===== src/inc/alarm_pkg.sv =====
/*
  Constants shared by the driver failure and all-ones alarm block.
  Assumes a single 200 MHz system clock; per-channel transmit clocks and
  line status pins arrive asynchronously and are sampled on that clock.
*/
// Operation
// Flag goes high while that channel's transmit driver reports a short.
// Flag goes high after over 128 transmit clocks with no output pulse.
// Eight independent flags, each reflecting only its own channel.
// With auto all-ones enabled, a channel in loss of signal sends all ones; the code does so in hardware mode only.
// Substitution is per channel, from that channel's own loss of signal.
// With auto all-ones disabled, loss of signal never forces all ones.
// One shared enable governs all-ones substitution for all eight channels.
// In host mode the active-low interrupt output asserts on an alarm.
// Shared interrupt pin acts as interrupt only; no ratio select function.
// Global interrupt enable cleared to zero suppresses all interrupts.
// Each pulse restarts the missing-pulse count; flag clears when healthy.
package alarm_pkg;

  // ************************************************************
  // Sizes and timing
  // ************************************************************
  localparam int unsigned NUM_CHAN        = 8;
  localparam int unsigned MISS_PULSE_MAX  = 128;  // Transmit clock cycles
  localparam int unsigned MISS_CNT_W      = 8;
  localparam int unsigned SYNC_STAGES     = 3;

  // Reset values
  localparam logic        FLAG_RST        = 1'b0;
  localparam logic        IRQ_N_RST       = 1'b1;
  localparam logic [MISS_CNT_W-1:0] CNT_RST = 8'h00;

  // Monitor state per channel
  typedef enum logic [1:0] {
    MON_OK   = 2'b01,
    MON_FAIL = 2'b10
  } mon_state_e;

endpackage


===== src/design/chan_drv_monitor.sv =====
/*
  One channel's driver failure monitor.
  Assumes the transmit clock, the output pulse marker and the short
  indication are asynchronous to clock; each passes three flip-flops and
  a change counts only when stages two and three agree.
*/
`timescale 1ns/10ps
module chan_drv_monitor
  import alarm_pkg::*;
#(
  parameter int unsigned MISS_MAX = MISS_PULSE_MAX
) (
  // Clock and reset
  input  wire logic clock,
  input  wire logic reset_n,
  // Line side, asynchronous
  input  wire logic chan_tx_clock,
  input  wire logic tx_pulse,
  input  wire logic drv_short,
  // Result
  output logic      fail_q
);

  // ************************************************************
  // Input synchronisers
  // ************************************************************
  logic [SYNC_STAGES-1:0] clk_sy_q, pls_sy_q, sht_sy_q;
  logic                   clk_st_q, pls_st_q, sht_st_q;

  // Three stage shift; stage one is read only by stage two
  always_ff @(posedge clock or negedge reset_n) begin
    if (!reset_n) begin
      clk_sy_q <= '0;
      pls_sy_q <= '0;
      sht_sy_q <= '0;
    end else begin
      clk_sy_q <= {clk_sy_q[1:0], chan_tx_clock};
      pls_sy_q <= {pls_sy_q[1:0], tx_pulse};
      sht_sy_q <= {sht_sy_q[1:0], drv_short};
    end
  end

  // Filtered levels move only when stages two and three agree
  always_ff @(posedge clock or negedge reset_n) begin
    if (!reset_n) begin
      clk_st_q <= 1'b0;
      pls_st_q <= 1'b0;
      sht_st_q <= 1'b0;
    end else begin
      if (clk_sy_q[1] == clk_sy_q[2]) clk_st_q <= clk_sy_q[2];
      if (pls_sy_q[1] == pls_sy_q[2]) pls_st_q <= pls_sy_q[2];
      if (sht_sy_q[1] == sht_sy_q[2]) sht_st_q <= sht_sy_q[2];
    end
  end

  // ************************************************************
  // Missing pulse counter
  // ************************************************************
  logic                  txclk_rise;
  logic                  pulse_seen_q;
  logic [MISS_CNT_W-1:0] miss_cnt_q;
  logic                  miss_q;
  logic                  clk_sy_d;

  assign clk_sy_d   = (clk_sy_q[1] == clk_sy_q[2]) ? clk_sy_q[2] : clk_st_q;
  assign txclk_rise = clk_sy_d & ~clk_st_q;

  // A pulse seen between transmit edges is held until the next edge
  always_ff @(posedge clock or negedge reset_n) begin
    if (!reset_n) begin
      pulse_seen_q <= 1'b0;
    end else if (txclk_rise) begin
      pulse_seen_q <= 1'b0;
    end else if (pls_st_q) begin
      pulse_seen_q <= 1'b1;
    end
  end

  // Counts transmit edges without a pulse; saturates so it never wraps
  always_ff @(posedge clock or negedge reset_n) begin
    if (!reset_n) begin
      miss_cnt_q <= CNT_RST;
      miss_q     <= 1'b0;
    end else if (txclk_rise) begin
      if (pulse_seen_q || pls_st_q) begin
        miss_cnt_q <= CNT_RST;
        miss_q     <= 1'b0;
      end else if (miss_cnt_q < MISS_CNT_W'(MISS_MAX)) begin
        miss_cnt_q <= miss_cnt_q + 8'h01;
      end else begin
        miss_q <= 1'b1;
      end
    end
  end

  // ************************************************************
  // Failure state
  // ************************************************************
  mon_state_e state_q;

  always_ff @(posedge clock or negedge reset_n) begin
    if (!reset_n) begin
      state_q <= MON_OK;
    end else begin
      case (state_q)
        MON_OK:   if (sht_st_q || miss_q) state_q <= MON_FAIL;
        MON_FAIL: if (!sht_st_q && !miss_q) state_q <= MON_OK;
        default:  state_q <= MON_OK;
      endcase
    end
  end

  // Registered output straight from the state
  always_ff @(posedge clock or negedge reset_n) begin
    if (!reset_n) begin
      fail_q <= FLAG_RST;
    end else begin
      fail_q <= (state_q == MON_FAIL);
    end
  end

endmodule // chan_drv_monitor


===== src/design/drv_fail_alarm.sv =====
/*
  Eight-channel driver failure monitor, automatic all-ones control and
  active-low alarm interrupt.
  Assumes line status pins are asynchronous; control pins host_mode,
  auto_all_ones_enable and global_irq_enable are static straps or come
  from host logic and are also synchronised here for safety.
*/
`timescale 1ns/10ps
module drv_fail_alarm
  import alarm_pkg::*;
#(
  parameter int unsigned CHANNELS = NUM_CHAN,
  parameter int unsigned MISS_MAX = MISS_PULSE_MAX
) (
  // Clock and reset
  input  wire logic                clock,
  input  wire logic                reset_n,
  // Per-channel line status, asynchronous
  input  wire logic [CHANNELS-1:0] chan_tx_clock,
  input  wire logic [CHANNELS-1:0] tx_pulse,
  input  wire logic [CHANNELS-1:0] drv_short,
  input  wire logic [CHANNELS-1:0] loss_of_signal,
  // Mode and control
  input  wire logic                host_mode,
  input  wire logic                auto_all_ones_enable,
  input  wire logic                global_irq_enable,
  // Alarm outputs
  output logic      [CHANNELS-1:0] driver_fail_flag,
  output logic      [CHANNELS-1:0] send_all_ones,
  output logic                     alarm_irq_n,
  output logic                     alarm_irq_oe
);

  // ************************************************************
  // Per-channel monitors
  // ************************************************************
  logic [CHANNELS-1:0] fail_w;
  logic [CHANNELS-1:0] loss_st_q;

  // Each channel has its own monitor and its own loss filter
  for (genvar ch = 0; ch < CHANNELS; ch++) begin : g_chan
    logic [SYNC_STAGES-1:0] loss_sy_q;

    chan_drv_monitor #(
      .MISS_MAX      (MISS_MAX)
    ) u_mon (
      .clock         (clock),
      .reset_n       (reset_n),
      .chan_tx_clock (chan_tx_clock[ch]),
      .tx_pulse      (tx_pulse[ch]),
      .drv_short     (drv_short[ch]),
      .fail_q        (fail_w[ch])
    );

    // Loss of signal filter, same three stage scheme
    always_ff @(posedge clock or negedge reset_n) begin
      if (!reset_n) begin
        loss_sy_q     <= '0;
        loss_st_q[ch] <= 1'b0;
      end else begin
        loss_sy_q <= {loss_sy_q[1:0], loss_of_signal[ch]};
        if (loss_sy_q[1] == loss_sy_q[2]) loss_st_q[ch] <= loss_sy_q[2];
      end
    end
  end

  // ************************************************************
  // Control pin synchronisers
  // ************************************************************
  logic [SYNC_STAGES-1:0] aao_sy_q, hm_sy_q, irqen_sy_q;
  logic                   aao_q, hm_q, irqen_q;

  always_ff @(posedge clock or negedge reset_n) begin
    if (!reset_n) begin
      aao_sy_q <= '0;
      hm_sy_q  <= '0;
      irqen_sy_q <= '0;
      aao_q      <= 1'b0;
      hm_q       <= 1'b0;
      irqen_q    <= 1'b0;
    end else begin
      aao_sy_q <= {aao_sy_q[1:0], auto_all_ones_enable};
      hm_sy_q  <= {hm_sy_q[1:0], host_mode};
      irqen_sy_q <= {irqen_sy_q[1:0], global_irq_enable};
      if (aao_sy_q[1] == aao_sy_q[2]) aao_q <= aao_sy_q[2];
      if (hm_sy_q[1] == hm_sy_q[2])   hm_q  <= hm_sy_q[2];
      if (irqen_sy_q[1] == irqen_sy_q[2]) irqen_q <= irqen_sy_q[2];
    end
  end

  // ************************************************************
  // Outputs
  // ************************************************************

  // Flags pass straight through from each monitor
  always_ff @(posedge clock or negedge reset_n) begin
    if (!reset_n) begin
      driver_fail_flag <= '0;
    end else begin
      driver_fail_flag <= fail_w;
    end
  end

  // All-ones is a hardware mode feature; one shared enable for all
  always_ff @(posedge clock or negedge reset_n) begin
    if (!reset_n) begin
      send_all_ones <= '0;
    end else if (aao_q && !hm_q) begin
      send_all_ones <= loss_st_q;
    end else begin
      send_all_ones <= '0;
    end
  end

  // Open-drain interrupt: only ever pulls low, never ratio select
  always_ff @(posedge clock or negedge reset_n) begin
    if (!reset_n) begin
      alarm_irq_n  <= IRQ_N_RST;
      alarm_irq_oe <= 1'b0;
    end else begin
      alarm_irq_n  <= 1'b0;
      alarm_irq_oe <= hm_q && irqen_q
                      && ((|fail_w) || (|loss_st_q));
    end
  end

endmodule // drv_fail_alarm


===== config.mk =====
export PLATFORM = sky130hd
export DESIGN_NAME = drv_fail_alarm
export DESIGN_NICKNAME = d
export VERILOG_FILES = /design/src/inc/alarm_pkg.sv /design/src/design/chan_drv_monitor.sv /design/src/design/drv_fail_alarm.sv
export SDC_FILE = /design/constraint.sdc
export NUM_CORES = 1
export LEC_CHECK = 0
export BUFFER_PORTS_ARGS = -buffer_cell sky130_fd_sc_hd__buf_2
export CORE_MARGIN = 3
export CORE_UTILIZATION = 55
export CTS_CLUSTER_SIZE = 30
export DETAILED_ROUTE_END_ITERATION = 8
export HOLD_SLACK_MARGIN = 0.08
export PLACE_DENSITY = 0.73
export SYNTH_ARGS = -nofsm -noshare
export SYNTH_HDL_FRONTEND = slang
export SYNTH_SLANG_ARGS = --single-unit

===== constraint.sdc =====
create_clock -name clock -period 2.31 [get_ports clock]
set_input_delay 0.1155 -clock clock [delete_from_list [all_inputs] [get_ports clock]]
set_output_delay 0.1155 -clock clock [all_outputs]
set_load 0.01 [all_outputs]

==> results of run 1 <==
cell usage after synthesis, drive strengths merged, types with 11 or more instances:
library cell,instances,area share [%]
dfrtp,253,68
nand3,38,2.1
maj3,34,3.7
or2,11,0.74
o21a,11,0.89
inv,14,0.57
a21oi,23,1.2
o21ai,48,2.6
nor2b,14,0.95
nor2,41,1.7
nand2,51,2.1
layout by cell type, fill, tap and decap left out, drive strengths merged, types with 9 or more instances in the layout:
cell,count
dfstp,9
a21oi,23
dlygate4sd3,36
inv,15
nor2b,14
a22o,10
o21ai,48
nand3,38
maj3,34
or2,11
nand2,51
dfrtp,253
clkbuf,34
buf,57
and4b,9
nor2,41
o21a,11
area by class of cell:
class | instances | share of cell area (%)
multi-input cells | 399 | 23.0
clock inverters | 14 | 2.18
flip-flops and latches | 262 | 59.0
repair buffers | 93 | 6.30
inverters | 14 | 0.472
clock buffers | 34 | 6.57
well taps | 216 | 2.43
state kept, by name (all words and copies together), names as in the netlist, 3 cells and up:
name,flops
aao_sy_q,3
driver_fail_flag,8
g_chan.loss_sy_q,24
g_chan.u_mon.clk_st_q,8
g_chan.u_mon.clk_sy_q,24
g_chan.u_mon.fail_q,8
g_chan.u_mon.miss_cnt_q,64
g_chan.u_mon.miss_q,8
g_chan.u_mon.pls_st_q,8
g_chan.u_mon.pls_sy_q,24
g_chan.u_mon.pulse_seen_q,8
g_chan.u_mon.sht_st_q,8
g_chan.u_mon.sht_sy_q,24
g_chan.u_mon.state_q,16
hm_sy_q,3
irqen_sy_q,3
loss_st_q,8
send_all_ones,8
metal layers:
metal  vias up  share of wire [%]  global-route usage [%]  wire, um
met3        37                3.7                    2.97       567
li1       2640                  -                       -         -
met5         -                  0                       0         0
met2       132                 50                    29.7      7740
met1      2789                 43                    23.7      6720
met4         0                2.8                    5.49       440
critical path, delay by kind of cell, from the launching register on:
family          cells  cell delay [ns]
compound gates      1             0.37
flops               1             0.38
simple gates        2             0.58
final timing paths:
kind / depth (start not counted) / to / startpoint / slack [ns]
max: 3 / g_chan[7].u_mon.miss_cnt_q[5]$_DFFE_PN0P_ / g_chan[7].u_mon.clk_st_q$_DFF_PN0_ / 0.85
min: 2 / g_chan[0].u_mon.miss_cnt_q[6]$_DFFE_PN0P_ / reset_n / 0.15
max reg2reg: 3 / g_chan[7].u_mon.miss_cnt_q[5]$_DFFE_PN0P_ / g_chan[7].u_mon.clk_st_q$_DFF_PN0_ / 0.85
min reg2reg: 0 / g_chan[1].u_mon.sht_sy_q[1]$_DFF_PN0_ / g_chan[1].u_mon.sht_sy_q[0]$_DFF_PN0_ / 0.34
max in group asynchronous: 3 / alarm_irq_n$_DFF_PN1_ / reset_n / 1.37
min in group clock: 2 / g_chan[4].loss_sy_q[0]$_DFF_PN0_ / loss_of_signal[4] / 0.23
through the flow:
step | area, um2 | cells | setup WS (ns) | power, mW
floorplan | 9250 | 689 | 0.985 | 5.76
global placement | 9790 | 948 | 0.938 | 6.04
detailed placement | 9790 | 948 | 0.853 | 6.10
CTS | 11100 | 1032 | 0.853 | 10.8
global route | 11100 | 1032 | 0.730 | 11.1
finish | 11100 | 1032 | 0.854 | 10.7
cell families (layout without fill, tap and decap cells):
group           Yosys count  count (layout)
other cells               1               1
fa+ha+maj                42              42
flops                   262             262
xor+xnor                 12              12
buf+inv                  28             155
simple gates            214             214
mux                       8               8
compound gates          122             122
power by group:
group / switching (mW) / internal, mW
sequential: 0.251 / 5.06
clock: 1.69 / 2.91
combinational: 0.388 / 0.358
total: 2.33 / 8.32
what timing repair did:
action                                 CTS  global route
endpoints found under the hold margin  276             0
hold buffers                            36             0
gates resized for setup                  0             0
==> results.md, run 1 <==
Status:
- The flow ran to the end, and the final reports show no timing, DRC or antenna violations.

STA:
- Setup repair after global routing left no endpoint under its margin.
- The post-route minimum period is between 1 and 1.5 ns.
- The slew at the pin with the worst max-slew slack is 0.557 ns.
- The worst relative slew slack is a little over three fifths.
- The final setup violation count is 0.
- Dividing the final minimum period by the clock period gives 63.0%.
- The worst clock skew is 0.0109 ns.
- Final hold analysis gives a worst-case slack of about 0.15 ns.
- The count of final hold-check violations was 0.
- The maximum achievable frequency is just under 700 MHz.
- The number of pins with negative max-slew slack in the final report is 0.
- Adding up every negative setup slack in the final design gives 0 ns.

Die:
- For this configuration, the core starts out at a cell density of a little under three fifths.
- Pin placement for this block handled 55 I/O pins.
- The die covers around 18000 um2.
- The chip width is approximately 140 um.
- The placement row count is 46.
- The area of the core region is between 15000 and 20000 um2.
- The height of the die is about 140 um.

Synthesis:
- The share of synthesized registers carrying an async set or reset is 100%.
- By area, the combinational part of the netlist is dominated by simple AND/OR/NAND/NOR gates.
- The multiplexer share of the synthesized area is less than 1%.
- The top flip-flop cell by instance count after synthesis is sky130_fd_sc_hd__dfrtp_1.
- The count of state elements after synthesis is ~260.
- Of the total synthesized cell area, the portion taken by full adders, half adders and majority gates is around 4.8%.
- The synthesized netlist devotes under 10% of its cell area to XOR and XNOR gates.
- The number of nets in the synthesized netlist is between 700 and 800.
- The fraction of the yosys area taken by sequential cells is 71.0%.
- The post-synthesis simple-gate area fraction is 12.4%.
- The number of enable flip-flop cells after synthesis is 0.
- The count of synthesis-stage warnings from yosys is 0.
- Summing the areas of all compound-gate instances in the mapped netlist gives approximately 8.4% of the synthesized area.
- The count of different cell masters after synthesis is a little over 50.
- The post-synth design cell area is around 9300 um2.
- Synthesis produced a netlist whose cell count is around 700.
- After synthesis, the mean cell area works out to roughly 13 um2.

Worst setup path:
- The critical path is of the reg2reg type.
- The largest individual stage delay along the critical path comes from the cell sky130_fd_sc_hd__and3b_1.
- The critical path's largest stage delay is 0.41 ns.
- The endpoint required time on the critical path is approximately 2.7 ns.
- The signal arrival time at the worst endpoint is approximately 1.9 ns.
- The worst setup path is launched from a flop.
- The critical path goes through and3b_1 > nand2_1 > o41ai_1.
- STA classifies the critical path endpoint as a flop.
- In this run the worst path has a maximum fanout of 11.

Routing:
- The first TritonRoute pass finished after 5 iterations.
- The violation count after the first detailed-route iteration is between 200 and 300.
- Wires add up to between 15000 and 20000 um.
- In the routed design, unresolved DRC markers number 0.
- Dividing the detail-routed wire length by the instance count gives 15.0 um.
- In the routed layout, each cell is associated on average with a via count of about 5.4.
- Once detail routing completed, the nets flagged for antenna violations numbered 0.
- The total number of vias is ~5600.

Pwr:
- The analysis attributes to cell leakage a power of about 5 nW.
- The areal power density over the cells is around 960 nW/um2.
- The worst-case IR drop observed on VDD is around 0.6 mV.

GRT:
- The maximum number of pins on one net before global-route repair is 76.
- The number of global-route vias before repair was about 5700.
- The wire length of the first global-routing pass is 26700 um.
- The all-layer global routing usage is about 18%.
- The global route total overflow is 0.
- The initial antenna violation count came to 0.

Finish:
- Counting the fill cells in the layout gives around 1100.
- The post-route core utilization is between 60% and 70%.
- Compared with the post-synthesis result, the final layout area differs by 20.2%.
- The repair_antennas step left the layout with diodes totalling 0.
- The share of final-layout standard cells stronger than drive strength 1 is between 10% and 20%.
- The number of nets at the end of the flow is 841.
- The multi-input logic area is between 2000 and 3000 um2.
- The register area is 6570 um2.

Clock tree:
- The tree built by TritonCTS fans out to 262 sinks.
- Buffers added to address setup during post-CTS repair amount to 0.
- The insertion delay of the later-clocked pin in the worst-skew pair is between 0.5 and 0.6 ns.
- The clock tree from TritonCTS is done.
- In this run the number of H-tree levels came out at 1.
- The CTS root buffer is sky130_fd_sc_hd__clkbuf_16.
- The maximum clock path buffer count is 3.
- The CTS clock-pin slew for the worst setup and hold paths is ~0.070 ns.
- In this run, CTS created clock tree buffers numbering 26.

Min path:
- In this run the worst hold path is classified as in2async.

Place:
- The final weighted congestion in routability-driven placement is around 0.83.
- The estimated wirelength of the detail-placed design is 10300 um.
- During placement, the flow inserted port buffers numbering 54.

Flow run:
- Across the run, the number of max-cap violations was 0.
Power figures use the tool's default switching activity.
==> run 2: changes to the inputs <==
Settings changed: CORE_UTILIZATION 55 to 54, PLACE_DENSITY 0.73 to 0.75.
Clock period 2.31 ns to 1.3 ns, I/O delays scaled along.
==> results.md, run 2 (synthesis gave the netlist of run 1 again) <==
Die:
- The I/O pin total is 55 (unchanged).
- The height of the die is 137 um (was 136 um).
- The area of the die is 18700 um2 (was 18400 um2).
- The chip width is 137 um (was 136 um).
- The effective utilization at floorplan was 55.4% (was 57.2%).
- The area of the core region is 16700 um2 (was 16200 um2).
- The placement row count was 47 (was 46).

Worst setup path:
- Cell breakdown of the critical path: ha_2 > and4b_1 > nand3_2 > or3_1 > nand3_1 (was and3b_1 > nand2_1 > o41ai_1).
- The gate family responsible for the most delay along the worst path is simple AND/OR/NAND/NOR gates (unchanged).
- The number of cells on the worst reg-to-reg path is 5 (was 3).
- The worst-case register-to-register setup slack was -0.19 ns (was 0.85 ns).
- The critical setup path kind is reg2reg (unchanged).
- The reg-to-reg critical path startpoint is g_chan[7].u_mon.miss_cnt_q[1]$_DFFE_PN0P_ (was g_chan[7].u_mon.clk_st_q$_DFF_PN0_).
- The signal arrival time at the worst endpoint is 1.94 ns (was 1.86 ns).
- The startpoint type of the worst setup path is a flop (unchanged).
- The highest net fanout along the worst path is 2 (was 11).
- The buffer and inverter count on the worst path is 0 (unchanged).
- The endpoint type of the worst setup path is a flop (unchanged).
- The critical path's largest stage delay is 0.39 ns (was 0.41 ns).
- The cell with the largest stage delay on the worst path is sky130_fd_sc_hd__dfrtp_1 (was sky130_fd_sc_hd__and3b_1).
- The capturing point of the worst reg2reg path is g_chan[7].u_mon.miss_cnt_q[6]$_DFFE_PN0P_ (was g_chan[7].u_mon.miss_cnt_q[5]$_DFFE_PN0P_).
- The endpoint required time on the critical path is 1.75 ns (was 2.71 ns).

Finish:
- The count of placed standard cells in the final layout, fillers left out is 1106 (was 1032).
- The most common library cell in the layout ignoring fill and taps is sky130_fd_sc_hd__dfrtp_1 (unchanged).
- The number of antenna cells inserted is 0 (unchanged).
- The number of nets at the end of the flow is 911 (was 841).
- The share of final-layout standard cells stronger than drive strength 1 is 28.6% (was 15.9%).
- The flip-flop count of the largest register after layout is 64 (unchanged).
- The register ranked first by flip-flop count is g_chan.u_mon.miss_cnt_q (unchanged).
- The post-route core utilization is 71.2% (was 68.8%).
- The signed area change from the synthesized netlist to the final layout is 28.6% (was 20.2%).
- Most used cells in the layout excluding fill and tap cells: sky130_fd_sc_hd__dfrtp_1, sky130_fd_sc_hd__buf_4, sky130_fd_sc_hd__buf_2 (was sky130_fd_sc_hd__dfrtp_1, sky130_fd_sc_hd__buf_2, sky130_fd_sc_hd__nand2_1).

Min path:
- The startpoint identified for the worst hold timing path is loss_of_signal[4].
- The path category of the worst min-delay check is in2reg (was in2async).
- The worst hold path was traced through 2 stages.
- The end of the worst hold path is g_chan[4].loss_sy_q[0]$_DFF_PN0_.

Clock tree:
- The number of H-tree levels is 1 (unchanged).
- The total clock buffers created by CTS was 26 (unchanged).
- The insertion delay of the later-clocked pin in the worst-skew pair is 0.52 ns (was 0.53 ns).
- The clock tree from TritonCTS is done (unchanged).
- The CTS clock-pin slew for the worst setup and hold paths is 0.06 ns (was 0.07 ns).
- The CTS root buffer is sky130_fd_sc_hd__clkbuf_16 (unchanged).
- The maximum clock path buffer count is 3 (unchanged).
- The number of clock sinks is 262 (unchanged).

GRT:
- The number of global-route vias before repair was 6155 (was 5716).
- The wire length of the first global-routing pass came to 28100 um (was 26700 um).
- The all-layer global routing usage is 18.4% (was 17.6%).
- The initial antenna violation count is 0 (unchanged).
- The global route total overflow is 0 (unchanged).
- The maximum number of pins on one net before global-route repair is 48 (was 76).

Status:
- Outcome: complete, but fails checks (was finished clean).
- The final reports fail on setup timing.

Flow run:
- The max-capacitance violation count is 0 (unchanged).

Routing:
- The final wirelength is 17300 um (was 15500 um).
- The count of unresolved DRC violations after routing is 0 (unchanged).
- The routed metal-1 wirelength came to 7480 um (was 6720 um).
- The post-detailed-route via-to-cell ratio is 5.42 (about the same).
- The total number of vias was 5992 (was 5598).
- The number of detailed-route iterations in the first pass is 4 (was 5).
- The total met2 wirelength after detailed routing came to 8480 um (was 7740 um).
- The violation count after the first detailed-route iteration is 303 (was 293).
- The highest metal layer with signal wires is met4 (unchanged).
- The number of routed nets with antenna violations is 0 (unchanged).
- The per-cell routed wire length is 15.7 um (was 15.0 um).
- The total met3 wirelength after detailed routing is 729 um (was 567 um).

Pwr:
- The leakage component of the power was 5.35 nW (was 5.00 nW).
- The largest voltage drop on the vdd net is 1.22 mV (was 0.607 mV).
- The power consumption is 18.4 mW (was 10.7 mW).
- The areal power density over the cells is 1540 nW/um2 (was 958 nW/um2).

Place:
- The final weighted congestion in routability-driven placement is 0.886 (was 0.833).
- The count of input and output buffers came to 54 (unchanged).
- The number of cells after detailed placement is 997 (was 948).
- The estimated wirelength of the detail-placed design is 10900 um (was 10300 um).

STA:
- The final setup violation count is 10 (was 0).
- The final-layout worst hold slack is 0.179 ns (was 0.154 ns).
- The final critical-path setup slack is -0.187 ns (was 0.854 ns).
- The portion of the clock cycle consumed by the worst path in the final layout is 114% (was 63.0%).
- The worst relative slew slack is 66.3% (was 62.9%).
- The slew at the pin with the worst max-slew slack came to 0.504 ns (was 0.557 ns).
- The post-route minimum period is 1.49 ns (was 1.46 ns).
- The number of pins with negative max-slew slack in the final report is 0 (unchanged).
- The worst clock skew came to 0.00673 ns (was 0.0109 ns).
- Unrepaired setup endpoints after global routing: true (was false).
- The maximum achievable frequency came to 672 MHz (was 687 MHz).
- The setup total negative slack is -0.433 ns (was 0 ns).
- The count of final hold-check violations is 0 (unchanged).
run 2: cell types whose count changed in the layout (fill, tap and decap cells not counted), sizes merged:
| cell | previous run | this run |
|---|---|---|
| clkinv | 4 | 10 |
| dlygate4sd3 | 36 | 37 |
| buf | 57 | 126 |
| clkbuf | 34 | 31 |
| bufinv | 6 | 2 |
| clkinvlp | 3 | 4 |
run 2: worst max-delay path by stage:
stage	from	endpoint	slack, ns	depth (start not counted)
floorplan	g_chan[2].u_mon.pls_st_q$_DFFE_PN0N_	g_chan[2].u_mon.miss_cnt_q[3]$_DFFE_PN0P_	0.007	4
global placement	g_chan[1].u_mon.miss_cnt_q[0]$_DFFE_PN0P_	g_chan[1].u_mon.miss_cnt_q[6]$_DFFE_PN0P_	0.001	5
detailed placement	g_chan[0].u_mon.miss_cnt_q[1]$_DFFE_PN0P_	g_chan[0].u_mon.miss_cnt_q[6]$_DFFE_PN0P_	-0.11	4
CTS	g_chan[1].u_mon.miss_cnt_q[0]$_DFFE_PN0P_	g_chan[1].u_mon.miss_cnt_q[5]$_DFFE_PN0P_	-0.03	4
global route	g_chan[7].u_mon.miss_cnt_q[1]$_DFFE_PN0P_	g_chan[7].u_mon.miss_cnt_q[6]$_DFFE_PN0P_	-0.24	5
finish	g_chan[7].u_mon.miss_cnt_q[1]$_DFFE_PN0P_	g_chan[7].u_mon.miss_cnt_q[6]$_DFFE_PN0P_	-0.19	5
run 2: cell type report:
cell class / instances / area (um2)
Sequential cell: 262 / 6570
Inverter: 14 / 52.6
Clock buffer: 31 / 699
Multi-Input combinational cell: 399 / 2840
Timing Repair Buffer: 163 / 1300
Clock inverter: 17 / 160
Tap cell: 220 / 275
Fill cell: 1075 / 4810
run 2: worst register-to-register path: stages, from the launching register on:
cell                      delay (ns)
sky130_fd_sc_hd__dfrtp_1        0.39
sky130_fd_sc_hd__ha_2           0.22
sky130_fd_sc_hd__and4b_1        0.28
sky130_fd_sc_hd__nand3_2        0.12
sky130_fd_sc_hd__or3_1          0.33
sky130_fd_sc_hd__nand3_1        0.08
run 2: repair_timing:
action | 4_1_cts | 5_1_grt
resized for setup | 20 | 77
pin swaps | 4 | 26
endpoints found under the hold margin | 296 | 0
endpoints found under the setup margin | 22 | 104
hold buffers | 37 | 0
buffers inserted | 9 | 15
run 2: metal layers:
layer / up-vias / track usage (%)
li1: 2785 / -
met1: 2969 / 23.8
met2: 175 / 31.1
met3: 63 / 3.27
met4: 0 / 6.98
met5: - / 0
run 2: power by group:
part | switching [mW] | total [mW] | leakage, nW | internal, mW
Sequential | 0.462 | 9.45 | 3.25 | 8.99
Clock | 3.03 | 7.29 | 0.420 | 4.27
Combinational | 0.778 | 1.62 | 1.68 | 0.843
run 2: metrics by stage:
stage	setup WS, ns	instance area [um2]
after floorplan	0.00703	9250
after global placement	0.00100	10200
after detailed placement	-0.105	10200
after CTS	-0.0297	11500
after global routing	-0.236	11900
final	-0.187	11900
==> run 3: changes to the inputs <==
Settings changed: PLACE_DENSITY 0.75 to unset, PLACE_DENSITY_LB_ADDON set to 0.12.
==> results.md, run 3 (synthesis gave the netlist of run 1 again) <==
Status:
- Outcome: complete, but fails checks (unchanged).
- Violations in the final reports: setup timing (unchanged).

Worst setup path:
- The signal arrival time at the worst endpoint is 1.77 ns (was 1.94 ns).
- The capturing point of the worst reg2reg path is g_chan[1].u_mon.miss_cnt_q[5]$_DFFE_PN0P_ (was g_chan[7].u_mon.miss_cnt_q[6]$_DFFE_PN0P_).
- The endpoint type of the worst setup path is a flop (unchanged).
- The worst-case register-to-register setup slack is -0.08 ns (was -0.19 ns).
- The startpoint type of the worst setup path is a flop (unchanged).
- The reg-to-reg critical path startpoint is g_chan[1].u_mon.miss_cnt_q[1]$_DFFE_PN0P_ (was g_chan[7].u_mon.miss_cnt_q[1]$_DFFE_PN0P_).
- The endpoint required time on the critical path is 1.69 ns (was 1.75 ns).
- The number of cells on the worst reg-to-reg path came to 4 (was 5).
- The highest net fanout along the worst path is 3 (was 2).
- The critical setup path kind is reg2reg (unchanged).

Clock tree:
- The clock tree from TritonCTS is done (unchanged).
- The number of H-tree levels came to 1 (unchanged).
- The total clock buffers created by CTS is 27 (was 26).
- The number of clock sinks is 262 (unchanged).
- The CTS root buffer is sky130_fd_sc_hd__clkbuf_16 (unchanged).
- The CTS clock-pin slew for the worst setup and hold paths is 0.06 ns (about the same).
- The maximum clock path buffer count is 3 (unchanged).
- The insertion delay of the later-clocked pin in the worst-skew pair is 0.52 ns (about the same).

Finish:
- The number of nets at the end of the flow is 906 (was 911).
- Most used cells in the layout excluding fill and tap cells: sky130_fd_sc_hd__dfrtp_1, sky130_fd_sc_hd__buf_4, sky130_fd_sc_hd__buf_2 (unchanged).
- The signed area change from the synthesized netlist to the final layout came to 27.2% (was 28.6%).
- The share of final-layout standard cells stronger than drive strength 1 came to 26.2% (was 28.6%).
- The count of placed standard cells in the final layout, fillers left out is 1101 (was 1106).
- The number of fill cells in the layout is 1177 (was 1075).
- The register ranked first by flip-flop count is g_chan.u_mon.miss_cnt_q (unchanged).
- The most common library cell in the layout ignoring fill and taps is sky130_fd_sc_hd__dfrtp_1 (unchanged).
- The number of antenna cells inserted is 0 (unchanged).
- The flip-flop count of the largest register after layout came to 64 (unchanged).

Die:
- The I/O pin total came to 55 (unchanged).
- The area of the core region is 16700 um2 (unchanged).
- The height of the die is 137 um (unchanged).
- The chip width is 137 um (unchanged).
- The placement row count came to 47 (unchanged).
- The area of the die is 18700 um2 (unchanged).
- The effective utilization at floorplan was 55.4% (unchanged).

GRT:
- The all-layer global routing usage is 18.2% (was 18.4%).
- The maximum number of pins on one net before global-route repair is 63 (was 48).
- The global route total overflow is 0 (unchanged).
- The number of global-route vias before repair is 5886 (was 6155).
- The initial antenna violation count came to 0 (unchanged).
- The wire length of the first global-routing pass was 27600 um (was 28100 um).

Min path:
- The end of the worst hold path is g_chan[5].loss_sy_q[0]$_DFF_PN0_ (was g_chan[4].loss_sy_q[0]$_DFF_PN0_).
- The path category of the worst min-delay check is in2reg (unchanged).
- The startpoint of the tightest hold check path is loss_of_signal[5] (was loss_of_signal[4]).
- The number of instances on the worst hold path was 2 (unchanged).

STA:
- The number of pins with negative max-slew slack in the final report was 0 (unchanged).
- The final setup violation count is 6 (was 10).
- The portion of the clock cycle consumed by the worst path in the final layout was 106% (was 114%).
- The worst clock skew came to 0.0126 ns (was 0.00673 ns).
- The maximum achievable frequency is 724 MHz (was 672 MHz).
- The post-route minimum period is 1.38 ns (was 1.49 ns).
- The slew at the pin with the worst max-slew slack came to 0.537 ns (was 0.504 ns).
- Unrepaired setup endpoints after global routing: true (unchanged).
- The count of final hold-check violations was 0 (unchanged).
- The worst relative slew slack is 64.1% (was 66.3%).
- The final critical-path setup slack is -0.0810 ns (was -0.187 ns).

Pwr:
- The largest voltage drop on the vdd net is 1.31 mV (was 1.22 mV).
- The leakage component of the power is 5.30 nW (was 5.35 nW).
- The areal power density over the cells is 1580 nW/um2 (was 1540 nW/um2).

Place:
- The final weighted congestion in routability-driven placement is 0.828 (was 0.886).
- The count of input and output buffers is 54 (unchanged).
- The pre-CTS worst setup slack came to -0.135 ns (was -0.105 ns).
- The number of cells after detailed placement was 994 (was 997).
- The estimated wirelength of the detail-placed design is 10400 um (was 10900 um).

Routing:
- The total number of vias is 5869 (was 5992).
- The post-detailed-route via-to-cell ratio was 5.33 (was 5.42).
- The number of routed nets with antenna violations is 0 (unchanged).
- The violation count after the first detailed-route iteration was 262 (was 303).
- The final wirelength came to 16700 um (was 17300 um).
- The number of detailed-route iterations in the first pass is 5 (was 4).
- The per-cell routed wire length was 15.2 um (was 15.7 um).
- The count of unresolved DRC violations after routing is 0 (unchanged).

Flow run:
- The max-capacitance violation count is 0 (unchanged).
[run 3: worst max-delay path, cell delays in order, from the launching register on]
cell and delay [ns]:
sky130_fd_sc_hd__dfrtp_1 0.37, sky130_fd_sc_hd__nand3_1 0.14, sky130_fd_sc_hd__or2_4 0.30, sky130_fd_sc_hd__o211ai_1 0.30
sky130_fd_sc_hd__o311ai_4 0.14
[run 3: per-layer routing]
metal  vias up  routed length, um  share of wire, %  global-route usage, %
met5         -                  0                 0                      0
met4         0                507               3.0                   6.49
met3        42                682               4.1                   3.05
met2       137               8410                50                   30.6
met1      2919               7120                43                   24.1
li1       2771                  -                 -                      -
[run 3: cell type report]
class / instances / area (um2) / share of cell area, %
Clock buffer: 38 / 757 / 6.43
Clock inverter: 11 / 141 / 1.20
Inverter: 14 / 52.6 / 0.447
Multi-Input combinational cell: 399 / 2770 / 23.6
Sequential cell: 262 / 6570 / 55.8
Tap cell: 220 / 275 / 2.34
Timing Repair Buffer: 157 / 1200 / 10.2
[run 3: worst max path at each step]
stage	depth (start not counted)	from	end	slack (ns)
6_report	4	g_chan[1].u_mon.miss_cnt_q[1]$_DFFE_PN0P_	g_chan[1].u_mon.miss_cnt_q[5]$_DFFE_PN0P_	-0.08
5_1_grt	4	g_chan[1].u_mon.miss_cnt_q[1]$_DFFE_PN0P_	g_chan[1].u_mon.miss_cnt_q[5]$_DFFE_PN0P_	-0.14
4_1_cts	3	g_chan[1].u_mon.pls_st_q$_DFFE_PN0N_	g_chan[1].u_mon.miss_cnt_q[5]$_DFFE_PN0P_	-0.03
3_5_place_dp	3	g_chan[0].u_mon.clk_st_q$_DFF_PN0_	g_chan[0].u_mon.miss_cnt_q[5]$_DFFE_PN0P_	-0.14
3_3_place_gp	5	g_chan[1].u_mon.miss_cnt_q[0]$_DFFE_PN0P_	g_chan[1].u_mon.miss_cnt_q[6]$_DFFE_PN0P_	0.004
2_1_floorplan	4	g_chan[2].u_mon.pls_st_q$_DFFE_PN0N_	g_chan[2].u_mon.miss_cnt_q[3]$_DFFE_PN0P_	0.007
[run 3: metrics by stage]
stage	TNS, ns	hold WS, ns	util [%]	total power, mW	instance area [um2]
after CTS	-0.0437	0.143	68.9	18.8	11500
final	-0.162	0.174	70.5	18.6	11800
after global routing	-1.23	0.158	70.5	19.5	11800
after floorplan	0	-0.231	-	10.2	9250
after detailed placement	-0.460	-0.0438	60.5	11.0	10100
after global placement	0	-0.0397	60.5	10.9	10100
[run 3: what timing repair did]
action	in CTS	in global routing
hold endpoints to repair	296	0
setup buffers	9	12
resized for setup	16	54
hold buffers	37	0
endpoints found under the setup margin	17	42
pin swaps	6	18
[run 3: where the power goes]
group / leakage, nW / switching [mW] / internal, mW / total [mW]
clock network: 0.433 / 2.97 / 4.65 / 7.62
registers: 3.25 / 0.451 / 8.99 / 9.44
logic: 1.62 / 0.756 / 0.800 / 1.56
total: 5.30 / 4.18 / 14.4 / 18.6
